<file path="config.mk">
export PLATFORM = sky130hd
export DESIGN_NAME = serial_adc_io_sequencer
export DESIGN_NICKNAME = d
export VERILOG_FILES = /design/src/core/adc_seq_pkg.sv /design/src/core/serial_adc_io_sequencer.sv
export SDC_FILE = /design/constraint.sdc
export NUM_CORES = 1
export LEC_CHECK = 0
export ABC_AREA = 1
export BUFFER_PORTS_ARGS = -buffer_cell sky130_fd_sc_hd__buf_2
export CAP_MARGIN = 20
export CORE_MARGIN = 2
export CORE_UTILIZATION = 59
export DETAILED_ROUTE_END_ITERATION = 16
export PLACE_DENSITY = 0.74
export SETUP_SLACK_MARGIN = 0.2
export SYNTH_ARGS = -nofsm -noshare
export SYNTH_HDL_FRONTEND = slang
export SYNTH_SLANG_ARGS = --single-unit
export TNS_END_PERCENT = 10
</file>
<file path="constraint.sdc">
create_clock -name mclk -period 3.6 [get_ports mclk]
set_input_delay 0.36 -clock mclk [delete_from_list [all_inputs] [get_ports mclk]]
set_output_delay 0.36 -clock mclk [all_outputs]
set_load 0.01 [all_outputs]
</file>
<file path="src/core/adc_seq_pkg.sv">
package adc_seq_pkg;
    // Command word layout, first bit shifted in is bit 7
    localparam int CMD_W = 8;
    localparam int ADDR_MSB = 7;
    localparam int ADDR_LSB = 4;
    localparam int LEN_MSB = 3;
    localparam int LEN_LSB = 2;
    localparam int LSB_FIRST_SELECT_BIT = 1;
    localparam int TWOS_BIT = 0;
    localparam logic [7:0] CMD_RESET = 8'h00;
    // Output length codes; every other code means 12 bits
    localparam logic [1:0] LEN_8 = 2'h1;
    localparam logic [1:0] LEN_16 = 2'h3;
    // Address code of the power-down state
    localparam logic [3:0] ADDR_POWER_DOWN = 4'he;
    // Result and frame geometry
    localparam int RES_W = 12;
    localparam int OUT_W = 16;
    localparam logic [4:0] FRAME_8 = 5'h08;
    localparam logic [4:0] FRAME_12 = 5'h0c;
    localparam logic [4:0] FRAME_16 = 5'h10;
    localparam logic [4:0] SAMPLE_FALL = 5'h04;
    localparam logic [4:0] LEN_RISE = 5'h06;
    localparam logic [4:0] CMD_RISES = 5'h08;
    localparam logic [3:0] SAR_TOP = 4'hb;
    // Timing; conversion time is a longest time, setup a least time
    localparam int MCLK_NS = 25;
    localparam int CONV_TIME_NS = 10000;
    localparam int CONV_CYCLES = CONV_TIME_NS / MCLK_NS;
    localparam int STEP_CYCLES = CONV_CYCLES / RES_W;
    localparam int CS_SETUP_NS = 1000;
    localparam int SETUP_CYCLES = (CS_SETUP_NS + MCLK_NS - 1) / MCLK_NS;
    localparam int TIMER_W = 8;
    // Sequencer states, one-hot
    typedef enum logic [3:0] {
        ST_IDLE = 4'h1,
        ST_SETUP = 4'h2,
        ST_XFER = 4'h4,
        ST_CONV = 4'h8
    } seq_state_type;
endpackage

</file>
<file path="src/core/serial_adc_io_sequencer.sv">
`timescale 1ns/1ps
// Functional notes
// - Chip select high: ignore link, float output.
// - Chip select low enables link and output.
// - Command: address, length, order, polarity bits.
// - Command bits captured on first eight rises.
// - Command input ignored after eighth clock.
// - Transfer lasts 8, 12 or 16 clocks.
// - Previous result shifts out during command capture.
// - Chip select low: first bit at done rise.
// - Chip select toggled: first bit at fall.
// - Later bits advance on falling clock edges.
// - Sample from fourth fall, hold after last.
// - Last fall drops done, starts conversion, except for the power-down address.
// - Done rises in the same cycle the result is latched.
// - Convert only after transfer, internally timed.
// - Reset: done high, command cleared.
// - Chip select high then low resynchronises.
// - Host clocks exact length; conversion follows.
// - Control inputs ignored during setup interval.
// - Current result goes out next transfer.
// - Length codes map; apply to current cycle.
// - Sixteen-bit mode appends four zero bits.
// - Eight-bit mode drops four low bits.
// - Address picks channel, test level, power-down.
module serial_adc_io_sequencer #(
    parameter int STEP_CYCLES = adc_seq_pkg::STEP_CYCLES,
    parameter int SETUP_CYCLES = adc_seq_pkg::SETUP_CYCLES
) (
    // Clock and reset
    input wire logic mclk,
    input wire logic rst,
    // Host serial link
    input wire logic cs_n,
    input wire logic io_clock,
    input wire logic cmd_in,
    output logic result_out,
    output logic result_oe,
    // Analog front end
    input wire logic comparator_high,
    output logic [3:0] channel_select,
    output logic power_down,
    output logic sample_track,
    output logic [11:0] dac_code,
    // Conversion done
    output logic eoc,
    // Command in force
    output logic length_select_hi,
    output logic length_select_lo,
    output logic lsb_first_select,
    output logic twos_complement_select
);

    localparam int TW = adc_seq_pkg::TIMER_W;

    // Whole state of the block
    typedef struct packed {
        adc_seq_pkg::seq_state_type st;
        logic [2:0] cs_sync;
        logic [2:0] clk_sync;
        logic [1:0] din_sync;
        logic [1:0] cmp_sync;
        logic [7:0] cmd;
        logic [7:0] cmd_shift;
        logic [1:0] len_cur;
        logic [4:0] rises;
        logic [4:0] falls;
        logic [15:0] shift;
        logic oe;
        logic [11:0] result;
        logic [11:0] sar;
        logic [3:0] bit_idx;
        logic [TW-1:0] timer;
        logic eoc;
        logic track;
        logic [3:0] chan;
        logic pdown;
    } core_type;

    core_type cur;
    core_type nx;
    logic cs_low;
    logic cs_fell;
    logic clk_rise;
    logic clk_fall;
    logic [4:0] rise_cnt;
    logic [4:0] fall_cnt;
    logic [7:0] cmd_next;

    // Frame length in clocks for a length code
    function automatic logic [4:0] frame_len(input logic [1:0] code);
        if (code == adc_seq_pkg::LEN_8)
            return adc_seq_pkg::FRAME_8;
        else if (code == adc_seq_pkg::LEN_16)
            return adc_seq_pkg::FRAME_16;
        else
            return adc_seq_pkg::FRAME_12;
    endfunction

    // Result laid out so that the first bit to send sits in bit 15
    function automatic logic [15:0] format_word(
        input logic [11:0] res,
        input logic [7:0] cmd
    );
        logic [15:0] w;
        logic [15:0] r;
        int n;
        w = {res[11] ^ cmd[adc_seq_pkg::TWOS_BIT], res[10:0], 4'h0};
        n = int'(frame_len(cmd[adc_seq_pkg::LEN_MSB:adc_seq_pkg::LEN_LSB]));
        r = w;
        // Short frames only send the top bits, so 8-bit mode loses four
        if (cmd[adc_seq_pkg::LSB_FIRST_SELECT_BIT])
        begin
            for (int i = 0; i < adc_seq_pkg::OUT_W; i++)
            begin
                if (i < n)
                    r[15 - i] = w[16 - n + i];
            end
        end
        return r;
    endfunction

    // Clears the per-frame counters at the start of a transfer
    function automatic core_type begin_frame(input core_type c);
        core_type o;
        o = c;
        o.st = adc_seq_pkg::ST_XFER;
        o.rises = 5'h00;
        o.falls = 5'h00;
        o.cmd_shift = adc_seq_pkg::CMD_RESET;
        o.len_cur = c.cmd[adc_seq_pkg::LEN_MSB:adc_seq_pkg::LEN_LSB];
        return o;
    endfunction

    // Edges and levels seen through the synchronisers
    assign cs_low = ~cur.cs_sync[1];
    assign cs_fell = cur.cs_sync[2] & ~cur.cs_sync[1];
    assign clk_rise = cur.clk_sync[1] & ~cur.clk_sync[2];
    assign clk_fall = ~cur.clk_sync[1] & cur.clk_sync[2];
    assign rise_cnt = cur.rises + 5'h01;
    assign fall_cnt = cur.falls + 5'h01;
    assign cmd_next = {cur.cmd_shift[6:0], cur.din_sync[1]};

    // Next-state logic
    always_comb
    begin
        nx = cur;
        nx.cs_sync = {cur.cs_sync[1:0], cs_n};
        nx.clk_sync = {cur.clk_sync[1:0], io_clock};
        nx.din_sync = {cur.din_sync[0], cmd_in};
        nx.cmp_sync = {cur.cmp_sync[0], comparator_high};
        // Drive only inside a transfer opened by a real select fall; the select
        // synchroniser clears to low at reset, and without this gate the pin would
        // be driven for two cycles after reset while the select is still high
        nx.oe = cs_low && (cur.st != adc_seq_pkg::ST_IDLE || cs_fell);
        case (cur.st)
            adc_seq_pkg::ST_IDLE:
            begin
                // Only a real high-to-low change opens a transfer
                if (cs_fell)
                begin
                    nx.st = adc_seq_pkg::ST_SETUP;
                    nx.timer = '0;
                    nx.shift = format_word(cur.result, cur.cmd);
                end
            end
            adc_seq_pkg::ST_SETUP:
            begin
                // Edges during the settling time are ignored
                if (!cs_low)
                    nx.st = adc_seq_pkg::ST_IDLE;
                else if (cur.timer == TW'(SETUP_CYCLES - 1))
                    nx = begin_frame(nx);
                else
                    nx.timer = cur.timer + TW'(1);
            end
            adc_seq_pkg::ST_XFER:
            begin
                if (!cs_low)
                begin
                    // Abandon the frame; sampling stops with it
                    nx.st = adc_seq_pkg::ST_IDLE;
                    nx.track = 1'b0;
                end
                else
                begin
                    if (clk_rise && cur.rises < adc_seq_pkg::CMD_RISES)
                    begin
                        nx.cmd_shift = cmd_next;
                        nx.rises = rise_cnt;
                        // Length is known after six bits and rules this frame
                        if (rise_cnt == adc_seq_pkg::LEN_RISE)
                            nx.len_cur = cmd_next[1:0];
                    end
                    else if (clk_rise)
                        nx.rises = rise_cnt;
                    if (clk_fall)
                    begin
                        nx.falls = fall_cnt;
                        if (fall_cnt == adc_seq_pkg::SAMPLE_FALL)
                            nx.track = 1'b1;
                        if (fall_cnt == frame_len(cur.len_cur))
                        begin
                            // Frame complete: hold sample, latch command
                            nx.track = 1'b0;
                            nx.cmd = cur.cmd_shift;
                            nx.chan = cur.cmd_shift[7:4];
                            nx.shift = {cur.shift[14:0], 1'b0};
                            if (cur.cmd_shift[7:4] == adc_seq_pkg::ADDR_POWER_DOWN)
                            begin
                                // No conversion in power-down; next frame at once
                                nx.pdown = 1'b1;
                                nx = begin_frame(nx);
                            end
                            else
                            begin
                                nx.pdown = 1'b0;
                                nx.st = adc_seq_pkg::ST_CONV;
                                nx.eoc = 1'b0;
                                nx.timer = '0;
                                nx.bit_idx = adc_seq_pkg::SAR_TOP;
                                nx.sar = 12'h800;
                            end
                        end
                        else
                            nx.shift = {cur.shift[14:0], 1'b0};
                    end
                end
            end
            adc_seq_pkg::ST_CONV:
            begin
                if (cs_fell)
                begin
                    // New transfer aborts the conversion, old result kept
                    nx.eoc = 1'b1;
                    nx.st = adc_seq_pkg::ST_SETUP;
                    nx.timer = '0;
                    nx.shift = format_word(cur.result, cur.cmd);
                end
                else if (cur.timer == TW'(STEP_CYCLES - 1))
                begin
                    // One trial bit per step; step outlasts comparator sync
                    nx.timer = '0;
                    if (!cur.cmp_sync[1])
                        nx.sar[cur.bit_idx] = 1'b0;
                    if (cur.bit_idx == 4'h0)
                    begin
                        nx.result = nx.sar;
                        nx.eoc = 1'b1;
                        nx.shift = format_word(nx.sar, cur.cmd);
                        if (cs_low)
                            nx = begin_frame(nx);
                        else
                            nx.st = adc_seq_pkg::ST_IDLE;
                    end
                    else
                    begin
                        nx.bit_idx = cur.bit_idx - 4'h1;
                        nx.sar[cur.bit_idx - 4'h1] = 1'b1;
                    end
                end
                else
                    nx.timer = cur.timer + TW'(1);
            end
            default:
                nx.st = adc_seq_pkg::ST_IDLE;
        endcase
    end

    // State register; chip select seen low at reset is not a fall
    always_ff @(posedge mclk)
    begin
        if (rst)
        begin
            cur <= '0;
            cur.st <= adc_seq_pkg::ST_IDLE;
            cur.eoc <= 1'b1;
            cur.cmd <= adc_seq_pkg::CMD_RESET;
            cur.cmd_shift <= adc_seq_pkg::CMD_RESET;
        end
        else
            cur <= nx;
    end

    // Outputs straight from state flip-flops
    assign result_out = cur.shift[15];
    assign result_oe = cur.oe;
    assign channel_select = cur.chan;
    assign power_down = cur.pdown;
    assign sample_track = cur.track;
    assign dac_code = cur.sar;
    assign eoc = cur.eoc;
    assign length_select_hi = cur.cmd[adc_seq_pkg::LEN_MSB];
    assign length_select_lo = cur.cmd[adc_seq_pkg::LEN_LSB];
    assign lsb_first_select = cur.cmd[adc_seq_pkg::LSB_FIRST_SELECT_BIT];
    assign twos_complement_select = cur.cmd[adc_seq_pkg::TWOS_BIT];

endmodule

</file>
==> results of run 1 <==
-- state kept, by name, indices dropped and copies added, names as in the netlist --
register	count
lsb_first_select	1
power_down	1
cmd_next	8
channel_select	4
twos_complement_select	1
length_select_hi	1
eoc	1
length_select_lo	1
dac_code	12
cur	65
result_out	1
sample_track	1
result_oe	1
-- worst max-delay path, stage by stage (launching register included) --
cell	delay [ps]
sky130_fd_sc_hd__dfxtp_1	460
sky130_fd_sc_hd__inv_2	340
sky130_fd_sc_hd__nand2_1	140
sky130_fd_sc_hd__nor2_2	680
sky130_fd_sc_hd__nand2_2	330
sky130_fd_sc_hd__a22oi_1	250
sky130_fd_sc_hd__nor2_1	60
-- per-stage QoR --
step / hold WS [ps] / cells / total power, W / util [%]
after floorplan: 388.3 / 892 / 0.001691 / -
after global placement: 396.7 / 1011 / 0.001781 / 61.02
after detailed placement: 406.3 / 1011 / 0.001789 / 61.02
after CTS: 172.2 / 1027 / 0.002505 / 62.95
after global routing: 187.4 / 1027 / 0.002634 / 62.95
final: 178.9 / 1027 / 0.002504 / 62.95
-- cells in the mapped netlist (all sizes together), types with 5 or more instances --
master	n
o22ai	7
o221ai	7
clkbuf	16
inv	106
nor3	7
dfxtp	98
a21oi	82
buf	33
o21ai	102
o211ai	10
o31ai	5
ha	6
nor2	133
xor2	7
nand4	14
a22oi	12
nand2	183
nand3	50
-- cell type report --
type                    instances  area [um2]  area share [%]
repair buffers                 35       187.7           3.079
well taps                     133       166.4           2.730
inverters                     108       410.4           6.732
flip-flops and latches         98        1962           32.18
clock inverters                 4       51.30          0.8415
multi-input cells             637        3183           52.22
clock buffers                  12       135.1           2.217
-- path summary, 6_finish.rpt --
kind              cells after the start                 to  slack [ps]
setup / recovery                      6  channel_select[3]        1200
setup reg to reg                      6  channel_select[3]        1200
hold reg to reg                       2        cmd_next[0]         410
hold / removal                        3            cur[92]         180
-- power by group through the flow --
| stage | Combinational [W] | Sequential (W) | Clock [W] |
|---|---|---|---|
| floorplan | 0.000484 | 0.00121 | 0 |
| global placement | 0.000567 | 0.00121 | 0 |
| detailed placement | 0.000573 | 0.00122 | 0 |
| CTS | 0.000581 | 0.00119 | 0.000733 |
| global route | 0.000655 | 0.00120 | 0.000780 |
| finish | 0.000590 | 0.00119 | 0.000721 |
-- cell usage in the layout, fill, tap and decap left out, types with 6 or more instances in the layout --
| cell type | netlist | layout |
|---|---|---|
| sky130_fd_sc_hd__a21oi_1 | 80 | 80 |
| sky130_fd_sc_hd__a22oi_1 | 12 | 12 |
| sky130_fd_sc_hd__buf_2 | 6 | 30 |
| sky130_fd_sc_hd__clkbuf_8 | 0 | 9 |
| sky130_fd_sc_hd__dfxtp_1 | 98 | 98 |
| sky130_fd_sc_hd__ha_1 | 6 | 6 |
| sky130_fd_sc_hd__inv_1 | 87 | 87 |
| sky130_fd_sc_hd__inv_2 | 17 | 17 |
| sky130_fd_sc_hd__nand2_1 | 173 | 173 |
| sky130_fd_sc_hd__nand2_2 | 9 | 9 |
| sky130_fd_sc_hd__nand3_1 | 45 | 45 |
| sky130_fd_sc_hd__nand4_1 | 14 | 14 |
| sky130_fd_sc_hd__nor2_1 | 118 | 118 |
| sky130_fd_sc_hd__nor2_2 | 11 | 11 |
| sky130_fd_sc_hd__nor3_1 | 6 | 6 |
| sky130_fd_sc_hd__o211ai_1 | 10 | 10 |
| sky130_fd_sc_hd__o21ai_0 | 70 | 70 |
| sky130_fd_sc_hd__o21ai_1 | 30 | 30 |
| sky130_fd_sc_hd__o221ai_1 | 7 | 7 |
| sky130_fd_sc_hd__o22ai_1 | 7 | 7 |
| sky130_fd_sc_hd__xor2_1 | 7 | 7 |
-- metal layers --
layer | routed length [um] | global-route usage [%] | up-vias | share of wire (%)
li1 | - | - | 2917 | -
met1 | 7038 | 37.95 | 2692 | 45
met2 | 7535 | 51.32 | 200 | 48
met3 | 770 | 3.713 | 35 | 4.9
met4 | 394 | 11.29 | 0 | 2.5
met5 | 0 | 0 | - | 0
-- logic make-up after synthesis --
| family | Yosys count |
|---|---|
| XOR/XNOR | 9 |
| AND/OR/NAND/NOR | 390 |
| buffers and inverters | 157 |
| adder cells (fa/ha/maj) | 6 |
| flip-flops | 98 |
| AO/OA/AOI/OAI | 232 |
==> out/qor.tcl, run 1 <==
set qor(max_cap_viol_count) 0
set qor(pwr_density_cell_nw_per_um2) 410.8
set qor(synth_simple_gate_area_share_pct) 29.43
set qor(ant_nets) 0
set qor(synth_top_cell_by_area) {sky130_fd_sc_hd__dfxtp_1}
set qor(grt_start_max_net_pins) 56
set qor(drt-initial-drc-count) 340
set qor(synth.top_cells.by_area) {sky130_fd_sc_hd__dfxtp_1 33%, sky130_fd_sc_hd__nand2_1 11%, sky130_fd_sc_hd__nor2_1 7.6%, sky130_fd_sc_hd__a21oi_1 6.8%, sky130_fd_sc_hd__o21ai_0 6.0%}
set qor(power.ir.vdd_worst_mv) 0.2845
set qor(required_ps) 3840
set qor(gp_congestion) 0.9228
set qor(firstDrtPassIters) 5
set qor(layout_min_cycle_time_ps) 2401
set qor(n_fill_cell) 932
set qor(largest_family_of_logic_cells_by_synthesized_area) {simple AND/OR/NAND/NOR gates}
set qor(synth_compound_gate_area_share_pct) 22.27
set qor(power.net_switching_w) 0.0008563
set qor(antenna-diode-count) 0
set qor(placeableCoreArea_um2) 9684
set qor(cp_max_fo) 17
set qor(synth-adder-area-share_pct) 1.281
set qor(synth_warnings) 0
set qor(totalWireLength_mm) 15.74
set qor(asyncSetResetFlopFracSynth_pct) 0
set qor(dr_total_vias) 5844
set qor(synth_top_area_share_pct) 33.48
set qor(worstMarginPinSlew_ps) 917.8
set qor(slew_headroom_pct) 38.17
set qor(synth.mux.area_fraction_pct) 0
set qor(total_nets_final) 901
set qor(cts_root_buffer) {sky130_fd_sc_hd__clkbuf_8}
set qor(synth_enable_flop_cells) 0
set qor(die-area_um2) 10740
set qor(synthXorXnorAreaFrac_pct) 1.345
set qor(ctsHoldBuffers) 0
set qor(worst_hold_startpoint) {io_clock}
set qor(worst_hold_path_type) {in -> reg}
set qor(status) {finished clean}
set qor(power.share.clock_pct) 28.8
set qor(route.detailed.vias_per_inst) 5.690
set qor(synth_seq_area_share_pct) 33.48
set qor(critPathCaptureType) {flop}
set qor(cts.sink_count) 98
set qor(clkTransAtPathRegs_ps) 90
set qor(io_buffer_count) 30
set qor(floorplan.die.height_um) 103.7
set qor(finalMaxSlewViolations) 0
set qor(netlist-cell-type-count) 44
set qor(fin_setup_tns_ps) 0
set qor(post_cts_repair_resize_count) 0
set qor(cts_inserted_buffers) 9
set qor(data_arrival_time_of_the_critical_path_ps) 2650
set qor(grt_setup_unrepaired) {no}
set qor(setup_cp_type) {reg -> reg}
set qor(dpl-instance-area_um2) 5909
set qor(cts_tree) {done}
set qor(finalSetupViolCount) 0
set qor(grt_pass1_vias) 5333
set qor(ios) 31
set qor(place.detailed.hpwl_mm) 11.28
set qor(synth.ff_latch_count) 98
set qor(clock_latency_late_sink_ps) 380
set qor(post-cts-setup-buffer-count) 0
set qor(internal_power_w) 0.001648
set qor(power.leakage_nw) 2.499
set qor(globalRouteTotalUtil_pct) 29.70
set qor(htreeDepth) 3
set qor(remaining_drcs) 0
set qor(reg2reg_from) {cur[96]}
set qor(post_synth.cell_area_avg_um2) 6.569
set qor(dp_worst_setup_slack_ps) 1267
set qor(areaGrowthSynthToFinish_pct) 4.036
set qor(timing_hold_violations_final) 0
set qor(post-route-worst-setup-slack_ps) 1199
set qor(effective_utilization_at_floorplan_pct) 60.50
set qor(timing.critical_path.from_type) {flop}
set qor(timing.final.crit_share_pct) 66.70
set qor(synthFlopType) {sky130_fd_sc_hd__dfxtp_1}
set qor(grt_pass1_wl_mm) 26.13
set qor(crit_start) {cur[96]}
set qor(grt_antenna_before_repair) 0
set qor(fin_worst_skew_ps) 10.47
set qor(syn-cell-area_um2) 5859
set qor(synth.net_count) 904
set qor(final_layout_size_suffix_gt1_share_pct) 11.52
set qor(synth_cells) 892
set qor(wl_per_cell_um) 15.33
set qor(power.switching_fraction_pct) 34.19
set qor(share_comb_of_total_power_pct) 23.6
set qor(die_w_um) 103.7
set qor(grt_remaining_overflow) 0
set qor(highest_clock_rate_mhz) 416.4
set qor(power_frac_seq_pct) 47.7
set qor(postLayoutCellArea_um2) 6096
set qor(ctsLongestPathBuffers) 2
set qor(placementRows) 36
No activity file was read; power rests on OpenSTA's default activity.
==> run 2, diff against run 1 <==
--- a/config.mk
+++ b/config.mk
@@ -9,7 +9,7 @@
 export BUFFER_PORTS_ARGS = -buffer_cell sky130_fd_sc_hd__buf_2
 export CAP_MARGIN = 20
 export CORE_MARGIN = 2
-export CORE_UTILIZATION = 59
+export CORE_UTILIZATION = 56
 export DETAILED_ROUTE_END_ITERATION = 16
 export PLACE_DENSITY = 0.74
 export SETUP_SLACK_MARGIN = 0.2
==> constraint.sdc (replaced) <==
create_clock -name mclk -period 1.9 [get_ports mclk]
set_input_delay 0.19 -clock mclk [delete_from_list [all_inputs] [get_ports mclk]]
set_output_delay 0.19 -clock mclk [all_outputs]
set_load 0.01 [all_outputs]
==> run 2 against run 1 <==
Effect of this change:
- first-iteration DRC count increased by 28%
- clock power rose by 68%
- final area up 14%
- critical path type unchanged
- critical endpoint is now length_select_lo
- worst hold slack worse by 160 ps
- global-route usage up 0.31 points
- clock skew about the same
- die area is 5.1% higher
- total power is 92% higher
==> out/qor.tcl, run 2 (same netlist as run 1, synthesis figures left out) <==
set qor(fin_worst_skew_ps) 10.58
set qor(grt_start_max_net_pins) 38
set qor(mostFrequentLayoutCells) {157 x sky130_fd_sc_hd__nand2_1, 111 x sky130_fd_sc_hd__nor2_1, 89 x sky130_fd_sc_hd__dfxtp_1}
set qor(max_stage_delay_ps) 360
set qor(timing_hold_violations_final) 0
set qor(setup_cp_type) {reg -> reg}
set qor(clkTransAtPathRegs_ps) 80
set qor(die-area_um2) 11300
set qor(pwr_density_cell_nw_per_um2) 691.6
set qor(remaining_drcs) 0
set qor(share_comb_of_total_power_pct) 27.7
set qor(final_standard_cell_count_with_taps_included_and_fillers_excluded) 1101
set qor(timing.critical_path.cells) {ha_4 -> nand3_2 -> nand2_2 -> nand2_4 -> nor2_4 -> nand2_2 -> buf_4 -> a21oi_4 -> nand2_2 -> nand2_1 -> nor3b_1}
set qor(areaGrowthSynthToFinish_pct) 18.41
set qor(power.net_switching_w) 0.001644
set qor(worst_hold_path_type) {in -> reg}
set qor(finalCoreUtilization_pct) 67.81
set qor(critical-path-top-delay-family) {simple AND/OR/NAND/NOR gates}
set qor(worst_path_bufs_invs) 1
set qor(io_buffer_count) 30
set qor(timing.critical_path.from_type) {flop}
set qor(placementRows) 37
set qor(multi_input_comb_area_um2) 3451
set qor(crit_path_top_delay_cell) {sky130_fd_sc_hd__dfxtp_4}
set qor(place.detailed.instances) 1060
set qor(top_usage_layer) {met2}
set qor(power.switching_fraction_pct) 34.27
set qor(globalRouteTotalUtil_pct) 30.01
set qor(critPathCaptureType) {flop}
set qor(highest_clock_rate_mhz) 547.1
set qor(worstRegToRegCells) 11
set qor(ctsHoldBuffers) 0
set qor(internal_power_w) 0.003154
set qor(grtUsageMet3_pct) 5.150
set qor(grt_antenna_before_repair) 0
set qor(gp_congestion) 0.9865
set qor(effective_utilization_at_floorplan_pct) 57.27
set qor(dr_total_vias) 6211
set qor(postLayoutCellArea_um2) 6938
set qor(power.ir.vdd_worst_mv) 0.5655
set qor(die_w_um) 106.3
set qor(finalSetupViolCount) 0
set qor(fin_setup_tns_ps) 0
set qor(total_nets_final) 972
set qor(worstMarginPinSlew_ps) 545.2
set qor(power.leakage_nw) 2.888
set qor(max_cap_viol_count) 0
set qor(grt_pass1_wl_mm) 27.19
set qor(required_ps) 2190
set qor(number_of_flip_flops_under_the_largest_register_name) 65
set qor(n_fill_cell) 941
set qor(place.detailed.hpwl_mm) 12.05
set qor(ant_nets) 0
set qor(route.detailed.vias_per_inst) 5.641
set qor(timing.final.crit_share_pct) 96.19
set qor(power.share.clock_pct) 25.3
set qor(cts_root_buffer) {sky130_fd_sc_hd__clkbuf_8}
set qor(cts_inserted_buffers) 9
set qor(htreeDepth) 3
set qor(regMostFlops) {cur}
set qor(crit_path_frequent_cell) {sky130_fd_sc_hd__nand2_2}
set qor(data_arrival_time_of_the_critical_path_ps) 2120
set qor(dp_worst_setup_slack_ps) -81.57
set qor(grt_setup_unrepaired) {yes}
set qor(groute.layer.met1.usage_pct) 37.16
set qor(cts_tree) {done}
set qor(status) {finished clean}
set qor(grt_remaining_overflow) 0
set qor(grtUsageMet2_pct) 50.64
set qor(critical_path_depth) 11
set qor(firstDrtPassIters) 9
set qor(antenna-diode-count) 0
set qor(placeableCoreArea_um2) 10230
set qor(most_common_cell_after_layout_fill_and_taps_aside) {sky130_fd_sc_hd__nand2_1}
set qor(power_frac_seq_pct) 47.0
set qor(cts.sink_count) 98
set qor(clock_latency_late_sink_ps) 380
set qor(grt_pass1_vias) 5817
set qor(drt-initial-drc-count) 435
set qor(regArea_um2) 1981
set qor(final_layout_size_suffix_gt1_share_pct) 23.32
set qor(totalWireLength_mm) 17.15
set qor(slew_headroom_pct) 63.19
set qor(floorplan.die.height_um) 106.3
set qor(wl_per_cell_um) 15.57
set qor(cp_max_fo) 6
set qor(ios) 31
set qor(layout_min_cycle_time_ps) 1828
set qor(dpl-instance-area_um2) 6279
set qor(post-route-worst-setup-slack_ps) 72.34
set qor(ctsLongestPathBuffers) 2
set qor(finalMaxSlewViolations) 0
set qor(worst_hold_path.num_cells) 3
[run 2: power by group through the flow]
stage                     Combinational (W)  Sequential (W)  Clock, W
final                               0.00133         0.00226   0.00121
after detailed placement            0.00115         0.00230         0
after global placement              0.00114         0.00229         0
after floorplan                    0.000917         0.00229         0
after CTS                           0.00127         0.00225   0.00124
after global routing                0.00149         0.00227   0.00132
[run 2: through the flow]
stage / hold slack [ps] / power [W]
final: 14.50 / 0.004798
after global routing: 4.882 / 0.005078
after CTS: 0.8185 / 0.004762
after detailed placement: 395.5 / 0.003455
after global placement: 390.5 / 0.003435
after floorplan: 297.0 / 0.003204
[run 2: final timing paths]
check	start	endpoint	slack, ps
worst max-delay path	cur[60]	length_select_lo	70
worst min-delay path	comparator_high	cur[88]	10
worst max register to register	cur[60]	length_select_lo	70
worst min register to register	cur[92]	cur[93]	410
[run 2: cell type report]
type                    instances  share of cell area [%]
multi-input cells             639                   49.74
flip-flops and latches         98                   28.55
repair buffers                102                   10.59
inverters                     108                   6.150
well taps                     136                   2.453
clock buffers                  13                   2.146
clock inverters                 3                  0.2164
repair inverters                2                  0.1623
[run 2: what timing repair did]
action	in CTS	in global routing
setup endpoints to repair	84	83
pin swaps	12	29
gates cloned	2	2
buffers inserted	11	10
endpoints found under the hold margin	0	0
gates resized for setup	35	59
[run 2: worst min-delay path: stages]
cell and delay, ps:
sky130_fd_sc_hd__buf_2 90, sky130_fd_sc_hd__inv_1 40, sky130_fd_sc_hd__nor2_1 30
[run 2: routing by layer]
metal	part of all wire, %	routed length, um	vias to the layer above
met3	6.8	1173	58
li1	-	-	3065
met1	41	6952	2843
met4	3.6	616	0
met5	0	0	-
met2	49	8403	245
